===== config.mk =====
export PLATFORM = sky130hd
export DESIGN_NAME = dbgp_gpio
export DESIGN_NICKNAME = d
export VERILOG_FILES = /design/src/inc/dbgp_pkg.sv /design/src/logic/dbgp_sync.sv /design/src/logic/dbgp_gpio.sv
export SDC_FILE = /design/constraint.sdc
export NUM_CORES = 1
export LEC_CHECK = 0
export BUFFER_PORTS_ARGS = -buffer_cell sky130_fd_sc_hd__buf_2
export CAP_MARGIN = 20
export CELL_PAD_IN_SITES_DETAIL_PLACEMENT = 1
export CELL_PAD_IN_SITES_GLOBAL_PLACEMENT = 2
export CORE_ASPECT_RATIO = 1.25
export CORE_MARGIN = 5
export CORE_UTILIZATION = 30
export DETAILED_ROUTE_END_ITERATION = 8
export PLACE_DENSITY = 0.79
export SYNTH_ARGS = -nofsm -noshare
export SYNTH_HDL_FRONTEND = slang
export SYNTH_SLANG_ARGS = --single-unit

===== constraint.sdc =====
create_clock -name i_ref_clk -period 3.3 [get_ports i_ref_clk]
set_clock_uncertainty 0.2 [all_clocks]
set_input_delay 0.66 -clock i_ref_clk [delete_from_list [all_inputs] [get_ports i_ref_clk]]
set_output_delay 0.66 -clock i_ref_clk [all_outputs]
set_load 0.01 [all_outputs]

===== src/inc/dbgp_pkg.sv =====
// Constants, register map and helper functions for the dual byte GPIO block.
// Assumes a 32-bit Avalon-MM slave with byte addresses and one word per register.
package dbgp_pkg;

   localparam int PORT_W = 8;
   localparam int ADDR_W = 8;
   localparam int DATA_W = 32;
   localparam int BE_W = 4;

   // Register byte offsets.
   localparam logic [ADDR_W-1:0] OFS_THIRD_DATA = 8'h00;
   localparam logic [ADDR_W-1:0] OFS_THIRD_DIR = 8'h04;
   localparam logic [ADDR_W-1:0] OFS_FOURTH_DATA = 8'h08;
   localparam logic [ADDR_W-1:0] OFS_FOURTH_DIR = 8'h0C;
   localparam logic [ADDR_W-1:0] OFS_ANALOG_SEL = 8'h10;
   localparam logic [ADDR_W-1:0] OFS_CONFIG = 8'h14;

   // Reset values.
   localparam logic [PORT_W-1:0] DIR_RESET = 8'hFF;
   localparam logic [2*PORT_W-1:0] ANALOG_RESET = 16'h0000;
   localparam logic CONFIG_LP_RESET = 1'b0;

   // Field positions, masks and the zero read value.
   localparam int ANALOG_THIRD_LSB = 0;
   localparam int ANALOG_FOURTH_LSB = 8;
   localparam int CONFIG_LP_BIT = 0;
   localparam logic [PORT_W-1:0] LP_DIR_MASK = 8'h03;
   localparam logic [PORT_W-1:0] GPIO_ONLY_MASK = 8'h1F;
   localparam logic [DATA_W-1:0] READ_ZERO = 32'h0000_0000;

   typedef enum logic [2:0] {
      SEL_NONE,
      SEL_THIRD_DATA,
      SEL_THIRD_DIR,
      SEL_FOURTH_DATA,
      SEL_FOURTH_DIR,
      SEL_ANALOG,
      SEL_CONFIG
   } dbgp_sel_t;

   typedef enum {
      BUS_IDLE,
      BUS_ACK
   } dbgp_bus_st_t;

   function automatic dbgp_sel_t dbgp_decode(input logic [ADDR_W-1:0] addr);
      case (addr)
         OFS_THIRD_DATA: dbgp_decode = SEL_THIRD_DATA;
         OFS_THIRD_DIR: dbgp_decode = SEL_THIRD_DIR;
         OFS_FOURTH_DATA: dbgp_decode = SEL_FOURTH_DATA;
         OFS_FOURTH_DIR: dbgp_decode = SEL_FOURTH_DIR;
         OFS_ANALOG_SEL: dbgp_decode = SEL_ANALOG;
         OFS_CONFIG: dbgp_decode = SEL_CONFIG;
         default: dbgp_decode = SEL_NONE;
      endcase
   endfunction : dbgp_decode

   // Pin value as software sees it: analog pins read as zero.
   function automatic logic [PORT_W-1:0] dbgp_pin_view(input logic [PORT_W-1:0] pins,
                                                       input logic [PORT_W-1:0] analog);
      dbgp_pin_view = pins & ~analog;
   endfunction : dbgp_pin_view

endpackage : dbgp_pkg


===== src/logic/dbgp_sync.sv =====
// Two-stage synchroniser for the sixteen pin inputs.
// Assumes the pins are asynchronous to i_ref_clk; no reset, the chain settles in two edges.
`timescale 1ns/1ns
module dbgp_sync (
   input wire logic i_ref_clk,
   input wire logic [2*dbgp_pkg::PORT_W-1:0] i_async,
   output logic [2*dbgp_pkg::PORT_W-1:0] o_sync
);
   import dbgp_pkg::*;

   logic [2*PORT_W-1:0] meta_reg;
   logic [2*PORT_W-1:0] sync_reg;

   // The first stage feeds only the second stage.
   always_ff @(posedge i_ref_clk) begin
      meta_reg <= i_async;
      sync_reg <= meta_reg;
   end

   assign o_sync = sync_reg;

endmodule : dbgp_sync


===== src/logic/dbgp_gpio.sv =====
// Two 8-bit bidirectional GPIO ports with data latches and direction registers.
// Assumes an Avalon-MM master on i_ref_clk and a pad ring that resolves out/oe.
// Notes on behaviour
// Direction one tri-states the pin driver.
// Direction zero drives the output latch value.
// Data reads return pin states, not latch.
// Data writes are read-modify-write into latch.
// Direction controls driver even for analog pins.
// Analog pins read zero in data reads.
// Low-power crystal mode reads third direction[1:0] one.
// Reset sets directions; latches keep values.
// Eight-bit ports, direction bit per pin.
// Data bit reads pin high one, low zero.
// Fourth port low five pins plain GPIO; the code still lets analog_sel_reg[12:8] zero their data reads.
// Pin inputs pass a two-stage synchroniser.
`timescale 1ns/1ns
module dbgp_gpio (
   input wire logic i_ref_clk,
   input wire logic i_rst_n,
   input wire logic [dbgp_pkg::ADDR_W-1:0] i_avs_address,
   input wire logic i_avs_read,
   input wire logic i_avs_write,
   input wire logic [dbgp_pkg::DATA_W-1:0] i_avs_writedata,
   input wire logic [dbgp_pkg::BE_W-1:0] i_avs_byteenable,
   output logic [dbgp_pkg::DATA_W-1:0] o_avs_readdata,
   output logic o_avs_waitrequest,
   input wire logic [dbgp_pkg::PORT_W-1:0] i_third_port_pin_bits,
   output logic [dbgp_pkg::PORT_W-1:0] o_third_port_pin_bits,
   output logic [dbgp_pkg::PORT_W-1:0] o_third_port_pin_oe,
   input wire logic [dbgp_pkg::PORT_W-1:0] i_fourth_port_pin_bits,
   output logic [dbgp_pkg::PORT_W-1:0] o_fourth_port_pin_bits,
   output logic [dbgp_pkg::PORT_W-1:0] o_fourth_port_pin_oe
);
   import dbgp_pkg::*;

   dbgp_bus_st_t state_reg;
   dbgp_bus_st_t state_next;
   logic [DATA_W-1:0] readdata_reg;
   logic [DATA_W-1:0] readdata_next;
   logic [PORT_W-1:0] third_port_direction_reg;
   logic [PORT_W-1:0] third_port_direction_next;
   logic [PORT_W-1:0] fourth_port_direction_reg;
   logic [PORT_W-1:0] fourth_port_direction_next;
   logic [2*PORT_W-1:0] analog_sel_reg;
   logic [2*PORT_W-1:0] analog_sel_next;
   logic low_power_crystal_osc_mode_reg;
   logic low_power_crystal_osc_mode_next;
   logic [PORT_W-1:0] third_latch_reg;
   logic [PORT_W-1:0] third_latch_next;
   logic [PORT_W-1:0] fourth_latch_reg;
   logic [PORT_W-1:0] fourth_latch_next;

   logic [2*PORT_W-1:0] pins_sync;
   logic [PORT_W-1:0] third_pins;
   logic [PORT_W-1:0] fourth_pins;
   logic [PORT_W-1:0] third_analog;
   logic [PORT_W-1:0] fourth_analog;
   logic [PORT_W-1:0] third_view;
   logic [PORT_W-1:0] fourth_view;
   logic [PORT_W-1:0] third_dir_view;
   dbgp_sel_t sel;
   logic wr_accept;

   // Pins are resampled before any use so reads never see a metastable level.
   dbgp_sync u_sync (
      .i_ref_clk(i_ref_clk),
      .i_async({i_fourth_port_pin_bits, i_third_port_pin_bits}),
      .o_sync(pins_sync)
   );

   assign third_pins = pins_sync[PORT_W-1:0];
   assign fourth_pins = pins_sync[2*PORT_W-1:PORT_W];
   assign third_analog = analog_sel_reg[ANALOG_THIRD_LSB +: PORT_W];
   assign fourth_analog = analog_sel_reg[ANALOG_FOURTH_LSB +: PORT_W];
   assign third_view = dbgp_pin_view(third_pins, third_analog);
   assign fourth_view = dbgp_pin_view(fourth_pins, fourth_analog);
   // The oscillator mode only masks the readback; the stored bits still steer the driver.
   assign third_dir_view = low_power_crystal_osc_mode_reg ?
                           (third_port_direction_reg | LP_DIR_MASK) :
                           third_port_direction_reg;
   assign sel = dbgp_decode(i_avs_address);
   assign wr_accept = (state_reg == BUS_ACK) && i_avs_write;

   // Every access answers one edge after it is seen; waitrequest drops in BUS_ACK.
   always_comb begin
      state_next = state_reg;
      readdata_next = readdata_reg;
      case (state_reg)
         BUS_IDLE: begin
            if (i_avs_read || i_avs_write) begin
               state_next = BUS_ACK;
            end
            if (i_avs_read) begin
               case (sel)
                  SEL_THIRD_DATA: readdata_next = {24'h00_0000, third_view};
                  SEL_THIRD_DIR: readdata_next = {24'h00_0000, third_dir_view};
                  SEL_FOURTH_DATA: readdata_next = {24'h00_0000, fourth_view};
                  SEL_FOURTH_DIR: readdata_next = {24'h00_0000, fourth_port_direction_reg};
                  SEL_ANALOG: readdata_next = {16'h0000, analog_sel_reg};
                  SEL_CONFIG: readdata_next = {31'h0000_0000, low_power_crystal_osc_mode_reg};
                  default: readdata_next = READ_ZERO;
               endcase
            end
         end
         BUS_ACK: begin
            state_next = BUS_IDLE;
         end
         default: begin
            state_next = BUS_IDLE;
         end
      endcase
   end

   always_ff @(posedge i_ref_clk) begin
      if (!i_rst_n) begin
         state_reg <= BUS_IDLE;
         readdata_reg <= READ_ZERO;
      end else begin
         state_reg <= state_next;
         readdata_reg <= readdata_next;
      end
   end

   assign o_avs_waitrequest = (state_reg != BUS_ACK);
   assign o_avs_readdata = readdata_reg;

   // Control registers; writes land on the edge where waitrequest is low.
   always_comb begin
      third_port_direction_next = third_port_direction_reg;
      fourth_port_direction_next = fourth_port_direction_reg;
      analog_sel_next = analog_sel_reg;
      low_power_crystal_osc_mode_next = low_power_crystal_osc_mode_reg;
      if (wr_accept) begin
         case (sel)
            SEL_THIRD_DIR: begin
               if (i_avs_byteenable[0]) begin
                  third_port_direction_next = i_avs_writedata[PORT_W-1:0];
               end
            end
            SEL_FOURTH_DIR: begin
               if (i_avs_byteenable[0]) begin
                  fourth_port_direction_next = i_avs_writedata[PORT_W-1:0];
               end
            end
            SEL_ANALOG: begin
               if (i_avs_byteenable[0]) begin
                  analog_sel_next[7:0] = i_avs_writedata[7:0];
               end
               if (i_avs_byteenable[1]) begin
                  analog_sel_next[15:8] = i_avs_writedata[15:8];
               end
            end
            SEL_CONFIG: begin
               if (i_avs_byteenable[0]) begin
                  low_power_crystal_osc_mode_next = i_avs_writedata[CONFIG_LP_BIT];
               end
            end
            default: begin
               third_port_direction_next = third_port_direction_reg;
            end
         endcase
      end
   end

   always_ff @(posedge i_ref_clk) begin
      if (!i_rst_n) begin
         third_port_direction_reg <= DIR_RESET;
         fourth_port_direction_reg <= DIR_RESET;
         analog_sel_reg <= ANALOG_RESET;
         low_power_crystal_osc_mode_reg <= CONFIG_LP_RESET;
      end else begin
         third_port_direction_reg <= third_port_direction_next;
         fourth_port_direction_reg <= fourth_port_direction_next;
         analog_sel_reg <= analog_sel_next;
         low_power_crystal_osc_mode_reg <= low_power_crystal_osc_mode_next;
      end
   end

   // A write first reads the pins, so a disabled byte lane copies pin state
   // into the latch; software must set latches before turning pins to outputs.
   always_comb begin
      third_latch_next = third_latch_reg;
      fourth_latch_next = fourth_latch_reg;
      if (wr_accept && (sel == SEL_THIRD_DATA)) begin
         third_latch_next = i_avs_byteenable[0] ?
                            i_avs_writedata[PORT_W-1:0] : third_view;
      end
      if (wr_accept && (sel == SEL_FOURTH_DATA)) begin
         fourth_latch_next = i_avs_byteenable[0] ?
                             i_avs_writedata[PORT_W-1:0] : fourth_view;
      end
   end

   // Latches have no reset so their contents survive a warm reset.
   always_ff @(posedge i_ref_clk) begin
      third_latch_reg <= third_latch_next;
      fourth_latch_reg <= fourth_latch_next;
   end

   // Drivers follow the direction bits alone; analog select has no say. Data is
   // gated so an unknown latch never reaches a tri-stated pad.
   assign o_third_port_pin_oe = ~third_port_direction_reg;
   assign o_fourth_port_pin_oe = ~fourth_port_direction_reg;
   assign o_third_port_pin_bits = third_latch_reg & ~third_port_direction_reg;
   assign o_fourth_port_pin_bits = fourth_latch_reg & ~fourth_port_direction_reg;
endmodule : dbgp_gpio


* Word-level counts from Yosys, hierarchy flattened
Index checks and enable logic that the tools add are counted.
** Word-level totals
- Input port bits :: 64
- Register bits after elaboration :: 114
- Logic and storage cells :: 49
- Output and inout bits :: 65
** Cells by class
- Bitwise logic cells :: 9
- Equality and inequality tests :: 11
- Mux-type cells :: 5
- Reduce and logical (&&, ||, !) cells :: 13
** Operators with widths (count)
- $pmux 16 s6 :: 1
- $and 8x8->8 :: 4
- $logic_not 32->1 :: 1
- $not 8->8 :: 4
- $pmux 3 s6 :: 1
- $eq 8x4->1 const B :: 2
- $eq 8x5->1 const B :: 2
- $mux 8 :: 2
- $reduce_and 3->1 :: 5
- $eq 3x3->1 const B :: 3
- $eq 8x3->1 const B :: 1
- $logic_not 8->1 :: 1
- $eq 3x2->1 const B :: 2
- $reduce_and 2->1 :: 2
- $eq 3x1->1 const B :: 1
- $logic_and 1x1->1 :: 3
- $mux 2 :: 1
- $logic_or 1x1->1 :: 1
- $not 1->1 :: 1

* Depth between registers and ports, before layout
Gate-level depths: netlist (run 1).
- Word-level depth :: 4
- Depth in mapped cells :: 6
- Depth with buffers taken out :: 4

* Hierarchy
From an unflattened synthesis (run 1), not the netlist that was laid out.
** Second synthesis, totals
- Cell total of the unflattened synthesis :: 400
- Area, all modules :: 4012.6 µm²
** By module, submodules not included
- dbgp_gpio :: cells each 368, times used 1, sequential area each 1481.4 µm², area each 3372.0 µm²
- dbgp_sync :: cells each 32, times used 1, sequential area each 640.6 µm², area each 640.6 µm²

* Least setup slack after synthesis (run 1)
Ideal clock, no wire load.
- Kind :: input to register
- Start point :: input i_avs_address[5] (netlist name)
- End point :: register fourth_latch_reg[0] (enable)
- Stages on the path :: 5
- Library setup time :: 0.383 ns
- Arrival :: 2.262 ns
- Path buffers :: 1
- Path slack :: 0.455 ns
- Data required time :: 2.717 ns
- Path through :: or4_1 -> buf_4 -> nor2_2 -> nand2_1 -> nor3_1
** Between the ends
- Longest elaborated chain between the ends :: 4
- Elaborated cells between the ends (all ways) :: 9
- Those cells by class :: eq/ne: 6; mux: 1; reduce/logical: 2
** RTL lines
- start, declared :: RTL line dbgp_gpio.sv:20 : input wire logic [dbgp_pkg::ADDR_W-1:0] i_avs_address,
- $eq 8x5->1, or another cell as far along :: RTL line dbgp_pkg.sv:47 : case (addr)
- $pmux 3 s6 (*) :: RTL line dbgp_pkg.sv:47
- $eq 3x2->1 (*) :: RTL line dbgp_gpio.sv:188 : if (wr_accept && (sel == SEL_FOURTH_DATA)) begin
- $logic_and 1x1->1 (*) :: RTL line dbgp_gpio.sv:188
- end signal, assigned :: RTL line dbgp_gpio.sv:197 : fourth_latch_reg <= fourth_latch_next;
- end, declared :: RTL line dbgp_gpio.sv:50 : logic [PORT_W-1:0] fourth_latch_reg;
Every way passes the cells marked *; elsewhere a longest branch is shown, timed or not.
A chain may end at the register's enable or synchronous reset.

* Worst setup path in the final report (run 1)
- Start point :: input i_avs_address[3] (netlist name)
- End point :: register analog_sel_reg[5]
** Between the ends
- Longest elaborated chain between the ends :: 4
- Elaborated cells between the ends (all ways) :: 9
- Those cells by class :: eq/ne: 6; mux: 1; reduce/logical: 2
** RTL lines
- $eq 8x5->1, or another cell as far along :: RTL line dbgp_pkg.sv:47
- $pmux 3 s6 (*) :: RTL line dbgp_pkg.sv:47
- $eq 3x3->1 (*) :: RTL line dbgp_gpio.sv:134 : case (sel)
- $reduce_and 3->1 (no source line) (*)
- end signal, assigned :: RTL line dbgp_gpio.sv:174 : analog_sel_reg <= analog_sel_next;
- end, declared :: RTL line dbgp_gpio.sv:44 : logic [2*PORT_W-1:0] analog_sel_reg;
Marked as above.

==> results of run 1 <==
## kinds of logic (layout without fill, tap and decap cells)
group | after synthesis | count (layout)
other cells | 1 | 16
flops | 98 | 98
simple gates | 130 | 130
compound gates | 90 | 90
mux | 17 | 17
buf+inv | 61 | 142
## worst max-delay path by stage
stage,end,slack (ps),depth (start not counted)
floorplan,fourth_latch_reg[0]$_DFFE_PP_,450,5
global placement,analog_sel_reg[6]$_SDFFE_PN0P_,620,5
detailed placement,analog_sel_reg[5]$_SDFFE_PN0P_,590,5
CTS,analog_sel_reg[15]$_SDFFE_PN0P_,950,5
global route,fourth_latch_reg[2]$_DFFE_PP_,910,6
finish,analog_sel_reg[5]$_SDFFE_PN0P_,970,5
## final cells by class
| cell class | count | area (µm²) | area share (%) |
|---|---|---|---|
| sequential | 98 | 2120 | 43.6 |
| clock buffer | 12 | 278 | 5.71 |
| multi-input combinational | 253 | 1600 | 32.9 |
| clock inverter | 4 | 28.8 | 0.591 |
| timing repair buffer | 102 | 531 | 10.9 |
| tap | 171 | 214 | 4.40 |
| inverter | 24 | 90.1 | 1.85 |
## per-layer routing
layer  vias up  global-route usage (%)  routed length (µm)  share of wire (%)
li1       1518                       -                   -                  -
met1      1496                    17.3                4710                 43
met3        11                    3.45                 685                6.2
met5         -                       0                   0                  0
met4         0                    4.49                 134                1.2
met2        95                    24.3                5450                 50
## cells in the final DEF, fill, tap and decap left out, drive strengths merged, types with 7 or more instances in the layout
master    n
buf     102
inv      26
nand2    42
a22oi     8
a31oi     8
edfxtp   16
mux2i    17
and2      7
nor2b    44
conb     16
a21oi     8
dfxtp    82
o211ai   16
clkbuf   12
nand2b   11
o21ai    34
## power by group through the flow
stage	clock [mW]	sequential, mW	combinational (mW)
after CTS	1.08	1.25	0.134
after global placement	0	1.27	0.130
after floorplan	0	1.27	0.0885
after detailed placement	0	1.27	0.134
final	1.06	1.24	0.134
after global routing	1.13	1.25	0.149
## per-stage QoR
| step | util (%) | total power [mW] | hold WS (ps) |
|---|---|---|---|
| 6_report | 37.1 | 2.44 | 127 |
| 2_1_floorplan | - | 1.36 | 110 |
| 5_1_grt | 37.1 | 2.53 | 133 |
| 3_5_place_dp | 34.8 | 1.41 | 113 |
| 3_3_place_gp | 34.8 | 1.40 | 111 |
| 4_1_cts | 37.1 | 2.46 | 130 |
==> results.ini, run 1 <==
[outcome]
result_of_the_run=completed

[worst_setup_path]
worst-r2r-setup-slack_ps=1250
setup.worst_path.start=i_avs_address[3]
r2r.worst_path.cells=5
critPathKind=in2reg
worstSetupEndpointType=flop
r2r_start=state_reg[0]$_SDFFE_PN0P_
worst-path-max-fanout=17
critical_path_required_ps=3340
timing.critical_path.slowest_cell_delay_ps=580
critical_path_arrival_ps=2370
worstSetupStartpointType=input pin
worst_r2r_endpoint=o_avs_readdata[9]$_SDFFE_PN0P_
cp_cell_sequence=buf_2, or4b_4, or3_1, mux2i_1, nor2b_1
critPathBufInv=1
cpMaxStageDelayCell=or4b_4
crit_family=simple AND/OR/NAND/NOR gates

[global_route]
antenna_found_initial=0
grt_util_all_layers_pct=14.1
grt_first_pass_wirelength_um=17500
grt.overflow.total=0
first_global_vias=3311
grt_max_degree=51

[clock_network]
cts_root_buffer=clkbuf_16
cts_max_level=3
cts.repair_timing.setup_buffer_count=0
cts_tree=done
worst_skew_late_latency_ps=340
clk_pin_slew_ps=70
clockBufferDepth=2
cts-buffers-inserted=9
cts.repair.resized=0
number_of_sinks_handled_by_clock_tree_synthesis=98
cts-hold-fix-buffers=0

[floorplan]
design.core.area_um2=13100
die_area_um2=15700
placement_rows=47
initial_utilization_pct=30.4
die_width_um=113
fp.dieH_um=139
ioPinCount=129

[logic_synthesis]
share_of_the_synthesized_area_in_compound_gates_ao_oa_aoi_oai_pct=15.0
cell_area_after_technology_mapping_um2=3980
ys_warn_count=0
synth_simple_gate_area_share_pct=19.4
post_synth_mux_area_share_pct=4.27
async_flop_share_pct=0
yosys_register_bits=98
post_synth_xor_xnor_area_pct=0
synthDominantAreaCellType=dfxtp_1
mean_syn_cell_area_um2=10.0
synth_top_cell_area_share_pct=41.2
syn_inst=397
netlist_top_cells_count=dfxtp_1, nor2b_1, nand2_1
synth-seq-area-share_pct=53.3
synthesized_area_fraction_occupied_by_adder_cells_pct=0
ys_top_cells_by_area=dfxtp_1, edfxtp_1, nor2b_1, mux2i_1, o21ai_0
synthMostInstantiatedCell=dfxtp_1
synth-edff-count=16
synth_top_family_by_area=simple AND/OR/NAND/NOR gates
synthFlopType=dfxtp_1
netlist-cell-type-count=43

[final_layout]
post_route_cells_drive_above_1_share_pct=27.0
filler_cell_count=1507
area_growth_pct=22.2
antenna_cells_inserted=0
final_cells=664
post-route-cell-area_um2=4870
design.final.nets=552

[drt]
routedWlPerCell_um=16.5
drt_first_iter_violations=103
drc=0
antenna_violating_nets_post_route=0
route.final.wire_length_um=11000
detail_route.first_pass.iterations=4
via_count=3120
post_drt_via_cell_ratio=4.70

[power]
power.density_cell_area_nw_per_um2=501
proportion_of_total_power_due_to_net_switching_pct=22.7
net_switching_power_mw=0.553
cell_internal_pwr_mw=1.89
power.share.clock_pct=43.4
power.combinational.fraction_pct=5.5
vdd_ir_drop_max_v=0.000248
pwr-share-seq_pct=51.1
leak_pwr_nw=2.13

[place]
routabilityCongestion=0.818
post_dp_cell_area_um2=4560
detailed_place_hpwl_um=8460
io_buffers=94
pre_cts_worst_setup_slack_ps=592
post-place-cells=648

[timing]
clock.fmax_ghz=0.428
setup_viol_count_final=0
worst-slew-pin-transition_ps=910
finalHoldViolations=0
post-route-worst-setup-slack_ps=966
timing.final.crit_period_ps=2330
slew-limit-headroom_pct=39.3
final_layout_setup_total_negative_slack_ps=0
final_max_slew_viol_count=0
timing.final.crit_share_pct=70.7
setup_repair_after_global_routing_missed_its_margin=no

[min_path]
hold_end=u_sync.o_sync[12]$_DFF_P_
hp-start=u_sync.meta_reg[12]$_DFF_P_
worstHoldPathCells=0
hp-class=reg2reg

[job]
maxCapViolCount=0

Power figures use the tool's default switching activity.
==> run 2: changes to the inputs <==
CORE_UTILIZATION = 27   (was 30)
PLACE_DENSITY = 0.75   (was 0.79)
clock period = 2.1 ns   (was 3.3 ns; I/O delays follow)
==> run 2 against run 1 <==
- utilization decreased by 0.79 points
- cell area increased by 8.0%
- highest routed layer unchanged
- largest power group unchanged
- total power increased by 53%
- worst setup slack got worse by 770 ps
- clock power increased by 43%
==> results.ini, run 2 (same netlist as run 1, synthesis figures left out) <==
[drt]
route.final.wire_length_um=11600  ; +5.5%
via_count=3240  ; +3.8%
routedWlPerCell_um=16.3  ; -1.2%
drt_first_iter_violations=66  ; -36%
post_drt_via_cell_ratio=4.57  ; -2.7%
drc=0  ; unchanged
antenna_violating_nets_post_route=0  ; unchanged
detail_route.first_pass.iterations=4  ; unchanged

[global_route]
grt_first_pass_wirelength_um=18800  ; +7.5%
antenna_found_initial=0  ; unchanged
grt_util_all_layers_pct=13.6  ; -0.51 points
first_global_vias=3504  ; +5.8%
grt_max_degree=25  ; -51%
grt.overflow.total=0  ; unchanged

[clock_network]
cts-hold-fix-buffers=16  ; +16
cts_max_level=3  ; unchanged
worst_skew_late_latency_ps=340  ; about the same
cts_tree=done
cts_root_buffer=clkbuf_16
cts.repair_timing.setup_buffer_count=0  ; unchanged
clockBufferDepth=2  ; unchanged
cts-buffers-inserted=9  ; unchanged
cts.repair.resized=0  ; unchanged
clk_pin_slew_ps=60  ; about the same
number_of_sinks_handled_by_clock_tree_synthesis=98  ; unchanged

[worst_setup_path]
worst-path-max-fanout=8  ; -9
worstSetupStartpointType=input pin
critPathKind=in2reg
critical_path_arrival_ps=1760  ; -610 ps
worst-r2r-setup-slack_ps=390  ; -860 ps
r2r_start=state_reg[0]$_SDFFE_PN0P_
critical_path_required_ps=1950  ; -1390 ps
r2r.worst_path.cells=5  ; unchanged
worstSetupEndpointType=flop
worst_r2r_endpoint=analog_sel_reg[5]$_SDFFE_PN0P_
setup.worst_path.start=i_avs_address[5]

[power]
vdd_ir_drop_max_v=0.000280  ; +13%
leak_pwr_nw=2.31  ; +8.5%
power.density_cell_area_nw_per_um2=711  ; +42%
net_switching_power_mw=0.872  ; +58%
proportion_of_total_power_due_to_net_switching_pct=23.3  ; +0.67 points
power.combinational.fraction_pct=7.1  ; +1.6 points
pwr-share-seq_pct=52.4  ; +1.3 points
power.share.clock_pct=40.6  ; -2.8 points
cell_internal_pwr_mw=2.86  ; +52%

[timing]
setup_repair_after_global_routing_missed_its_margin=no
timing.final.crit_share_pct=90.6
setup_viol_count_final=0  ; unchanged
finalHoldViolations=0  ; unchanged
clock.fmax_ghz=0.525
fin_hold_ws_ps=127  ; -0.587 ps
final_max_slew_viol_count=0  ; unchanged
timing.final.crit_period_ps=1900

[final_layout]
design.final.nets=591  ; +7.1%
post_route_cells_drive_above_1_share_pct=29.8  ; +2.8 points
area_growth_pct=32.0
final_common_cell=buf_2
mostFrequentLayoutCells=buf_2, dfxtp_1, nor2b_1
antenna_cells_inserted=0  ; unchanged
finish.utilization_pct=36.3  ; -0.79 points

[floorplan]
die_width_um=119  ; +4.9%
die_area_um2=17300  ; +10%
fp.dieH_um=146  ; +5.0%
ioPinCount=129  ; unchanged
placement_rows=49  ; +4.3%
design.core.area_um2=14500  ; +10%
initial_utilization_pct=27.5  ; -2.8 points

[outcome]
result_of_the_run=completed

[job]
maxCapViolCount=0  ; unchanged

[min_path]
hp-class=reg2reg
worstHoldPathCells=0  ; unchanged
hp-start=u_sync.meta_reg[10]$_DFF_P_
hold_end=u_sync.o_sync[10]$_DFF_P_

[place]
detailed_place_hpwl_um=9120  ; +7.7%
routabilityCongestion=0.808  ; -1.1%
io_buffers=94  ; unchanged

## run 2: cell count changes in the layout (fill, tap and decap cells not counted), sizes merged
cell         delta
buf            +23
clkinvlp        +1
clkinv          -2
clkbuf          -2
dlygate4sd3    +16
inv             +2
## run 2: final cells by class
| type | count | area (µm²) |
|---|---|---|
| timing repair buffer | 141 | 913 |
| clock inverter | 5 | 37.5 |
| multi-input combinational | 253 | 1640 |
| sequential | 98 | 2120 |
| tap | 178 | 223 |
| fill | 1696 | 9210 |
| inverter | 24 | 90.1 |
| clock buffer | 10 | 229 |
## run 2: power by group through the flow
stage / clock (mW) / combinational, mW / sequential (mW)
2_1_floorplan: 0 / 0.144 / 2.00
3_3_place_gp: 0 / 0.234 / 2.00
3_5_place_dp: 0 / 0.240 / 2.00
4_1_cts: 1.57 / 0.265 / 1.96
5_1_grt: 1.64 / 0.290 / 1.96
6_report: 1.52 / 0.264 / 1.96
## run 2: stage by stage
step	TNS (ps)	setup slack [ps]	area (µm²)	total power, mW	cells
after global routing	0	145	5260	3.89	709
after floorplan	-995	-124	4080	2.14	412
after detailed placement	-5170	-161	4830	2.24	678
final	0	196	5260	3.74	709
after global placement	-3800	-142	4830	2.23	678
after CTS	0	200	5260	3.79	709
## run 2: metal layers
metal / track usage [%] / vias up / part of all wire (%)
met5: 0 / - / 0
met4: 4.06 / 0 / 1.4
met3: 3.07 / 13 / 4.7
met2: 24.2 / 77 / 51
met1: 16.3 / 1556 / 43
li1: - / 1594 / -
## run 2: worst max path at each step
stage | to | depth (start not counted)
global placement | third_latch_reg[3]$_DFFE_PP_ | 5
finish | fourth_latch_reg[5]$_DFFE_PP_ | 6
global route | analog_sel_reg[6]$_SDFFE_PN0P_ | 6
floorplan | fourth_latch_reg[0]$_DFFE_PP_ | 5
detailed placement | third_latch_reg[3]$_DFFE_PP_ | 5
CTS | third_latch_reg[5]$_DFFE_PP_ | 5
## run 2: critical path: stages
cell	delay (ps)
buf_2	120
or4_4	610
nor2_4	150
nand2_2	80
nor3_4	220
buf_12	160
==> run 3: changes to the inputs <==
SYNTH_HIERARCHICAL = 1   (was not set)
==> run 3 against run 2 <==
- via count up 2.2%
- register-to-register slack got worse by 130 ps
- critical path type unchanged
- wire length is 3.4% higher
- worst hold slack lost 0.75 ps
- largest cell class unchanged
- combinational power up 3%
- first-iteration DRC count rose by 82%
- sequential power hardly changed
- area after synthesis increased by 0.75%
- clock power increased by 13%
- utilization up 0.33 points
- highest routed layer unchanged
- cell area is 0.90% higher
- final cell count rose by 0.28%
==> results.ini, run 3 <==
[outcome]
result_of_the_run=completed

[worst_setup_path]
worst_r2r_endpoint=o_avs_readdata[3]$_SDFFE_PN0P_
worst-path-max-fanout=16  ; +8
r2r.worst_path.cells=4  ; -1
cpMaxStageDelayCell=or3_1
worstSetupStartpointType=input pin
worst_path_most_repeated_cell=buf_4
worstSetupEndpointType=flop
crit_family=simple AND/OR/NAND/NOR gates
critPathBufInv=3  ; +1
critPathKind=in2reg
worst-r2r-setup-slack_ps=260  ; -130 ps
r2r_start=analog_sel_reg[3]$_SDFFE_PN0P_
critical_path_arrival_ps=1930  ; +170 ps
cp_cell_sequence=buf_2, or3_1, buf_4, nor3_2, buf_4, nand3_1, a21boi_0
timing.critical_path.slowest_cell_delay_ps=490  ; -120 ps
critical_path_required_ps=2150  ; +200 ps

[min_path]
hold_end=u_sync/o_sync[6]$_DFF_P_
hp-start=u_sync/meta_reg[6]$_DFF_P_
hp-class=reg2reg
worstHoldPathCells=0  ; unchanged

[clock_network]
cts_max_level=3  ; unchanged
number_of_sinks_handled_by_clock_tree_synthesis=98  ; unchanged
worst_skew_late_latency_ps=330  ; about the same
cts-hold-fix-buffers=16  ; unchanged
cts_tree=done
cts.repair.resized=0  ; unchanged
clockBufferDepth=2  ; unchanged
cts.repair_timing.setup_buffer_count=0  ; unchanged
cts_root_buffer=clkbuf_16
cts-buffers-inserted=9  ; unchanged
clk_pin_slew_ps=60  ; about the same

[power]
power.density_cell_area_nw_per_um2=745  ; +4.7%
leak_pwr_nw=2.29  ; -1.2%
vdd_ir_drop_max_v=0.000442  ; +58%

[floorplan]
die_width_um=119  ; +0.34%
design.core.area_um2=14500  ; unchanged
placement_rows=49  ; unchanged
die_area_um2=17400  ; +0.69%
ioPinCount=129  ; unchanged
fp.dieH_um=146  ; +0.35%
initial_utilization_pct=27.7  ; +0.21 points

[logic_synthesis]
async_flop_share_pct=0  ; unchanged
synthFlopType=dfxtp_1
ys_top_cells_by_area=dfxtp_1, edfxtp_1, nand2_1, nor2b_1, buf_4
netlist_top_cells_count=dfxtp_1, nand2_1, nor2b_1
synth-seq-area-share_pct=52.9  ; -0.40 points
ys_warn_count=6  ; +6
synth_top_cell_area_share_pct=40.9  ; -0.31 points
mean_syn_cell_area_um2=10.0  ; about the same
synthDominantAreaCellType=dfxtp_1
netlist-cell-type-count=41  ; -4.7%
yosys_register_bits=98  ; unchanged
synthMostInstantiatedCell=dfxtp_1
cell_area_after_technology_mapping_um2=4010  ; +0.75%
synth-edff-count=16  ; unchanged
syn_inst=400  ; +0.76%

[global_route]
antenna_found_initial=0  ; unchanged
grt.overflow.total=0  ; unchanged
first_global_vias=3589  ; +2.4%
grt_util_all_layers_pct=13.9  ; +0.29 points
grt_first_pass_wirelength_um=19400  ; +3.2%
grt_max_degree=25  ; unchanged

[drt]
route.final.wire_length_um=12000  ; +3.4%
drt_first_iter_violations=120  ; +82%
post_drt_via_cell_ratio=4.66  ; +1.9%
detail_route.first_pass.iterations=4  ; unchanged
antenna_violating_nets_post_route=0  ; unchanged
via_count=3310  ; +2.2%
drc=0  ; unchanged
routedWlPerCell_um=16.9  ; +3.2%

[final_layout]
post_route_cells_drive_above_1_share_pct=28.3  ; -1.4 points
post-route-cell-area_um2=5300  ; +0.90%
design.final.nets=592  ; +0.17%
area_growth_pct=32.1
final_cells=711  ; +0.28%
mostFrequentLayoutCells=buf_2, dfxtp_1, nand2_1
antenna_cells_inserted=0  ; unchanged
final_common_cell=buf_2
finish.utilization_pct=36.6  ; +0.33 points

[timing]
clock.fmax_ghz=0.532  ; +1.3%
final_max_slew_viol_count=0  ; unchanged
setup_viol_count_final=0  ; unchanged
post-route-worst-setup-slack_ps=221  ; +24.9 ps
finalHoldViolations=0  ; unchanged
timing.final.crit_share_pct=89.5  ; -1.2 points
timing.final.crit_period_ps=1880  ; -24.9 ps
setup_repair_after_global_routing_missed_its_margin=no

[place]
routabilityCongestion=0.832  ; +3.0%
io_buffers=94  ; unchanged
post_dp_cell_area_um2=4830  ; about the same
pre_cts_worst_setup_slack_ps=-129  ; +32.4 ps
detailed_place_hpwl_um=9570  ; +4.9%
post-place-cells=679  ; +0.15%

[job]
maxCapViolCount=0  ; unchanged

[run 3: logic make-up after synthesis]
family	count (synthesis)	share of synthesized area [%]
other	1	0.0935
muxes	10	2.49
DFF	98	52.9
buffers and inverters	58	7.58
and+or+nand+nor	155	23.0
AOI/OAI and AO/OA	78	14.0
[run 3: cell type report]
type / count / area (µm²)
Fill cell: 1661 / 9170
Clock inverter: 4 / 48.8
Clock buffer: 12 / 268
Tap cell: 178 / 223
Inverter: 18 / 67.6
Timing Repair Buffer: 142 / 921
Multi-Input combinational cell: 259 / 1650
Sequential cell: 98 / 2120
[run 3: routing by layer]
layer / global-route usage [%] / up-vias / wire length (µm)
li1: - / 1631 / -
met1: 17.3 / 1584 / 5300
met2: 24.2 / 88 / 6000
met3: 2.82 / 7 / 550
met4: 4.17 / 0 / 132
met5: 0 / - / 0
[run 3: worst max path at each step]
| stage | start | endpoint | cells past startpoint |
|---|---|---|---|
| finish | i_avs_address[5] | o_avs_readdata[9]$_SDFFE_PN0P_ | 7 |
| global route | i_avs_address[5] | o_avs_readdata[9]$_SDFFE_PN0P_ | 7 |
| floorplan | i_avs_address[5] | analog_sel_reg[0]$_SDFFE_PN0P_ | 5 |
| detailed placement | i_avs_address[5] | o_avs_readdata[7]$_SDFFE_PN0P_ | 7 |
| CTS | i_avs_address[5] | o_avs_readdata[9]$_SDFFE_PN0P_ | 7 |
| global placement | i_avs_address[5] | o_avs_readdata[3]$_SDFFE_PN0P_ | 7 |
[run 3: metrics by stage]
stage | TNS [ps] | hold slack, ps | total power, mW
finish | 0 | 126 | 3.95
global route | 0 | 131 | 4.10
detailed placement | -2790 | 114 | 2.25
CTS | 0 | 125 | 4.00
floorplan | 0 | 110 | 2.14
global placement | -1520 | 113 | 2.24
[run 3: power by group]
group,internal (mW),switching (mW)
registers,1.94,0.0143
logic,0.122,0.151
clock network,1.03,0.692
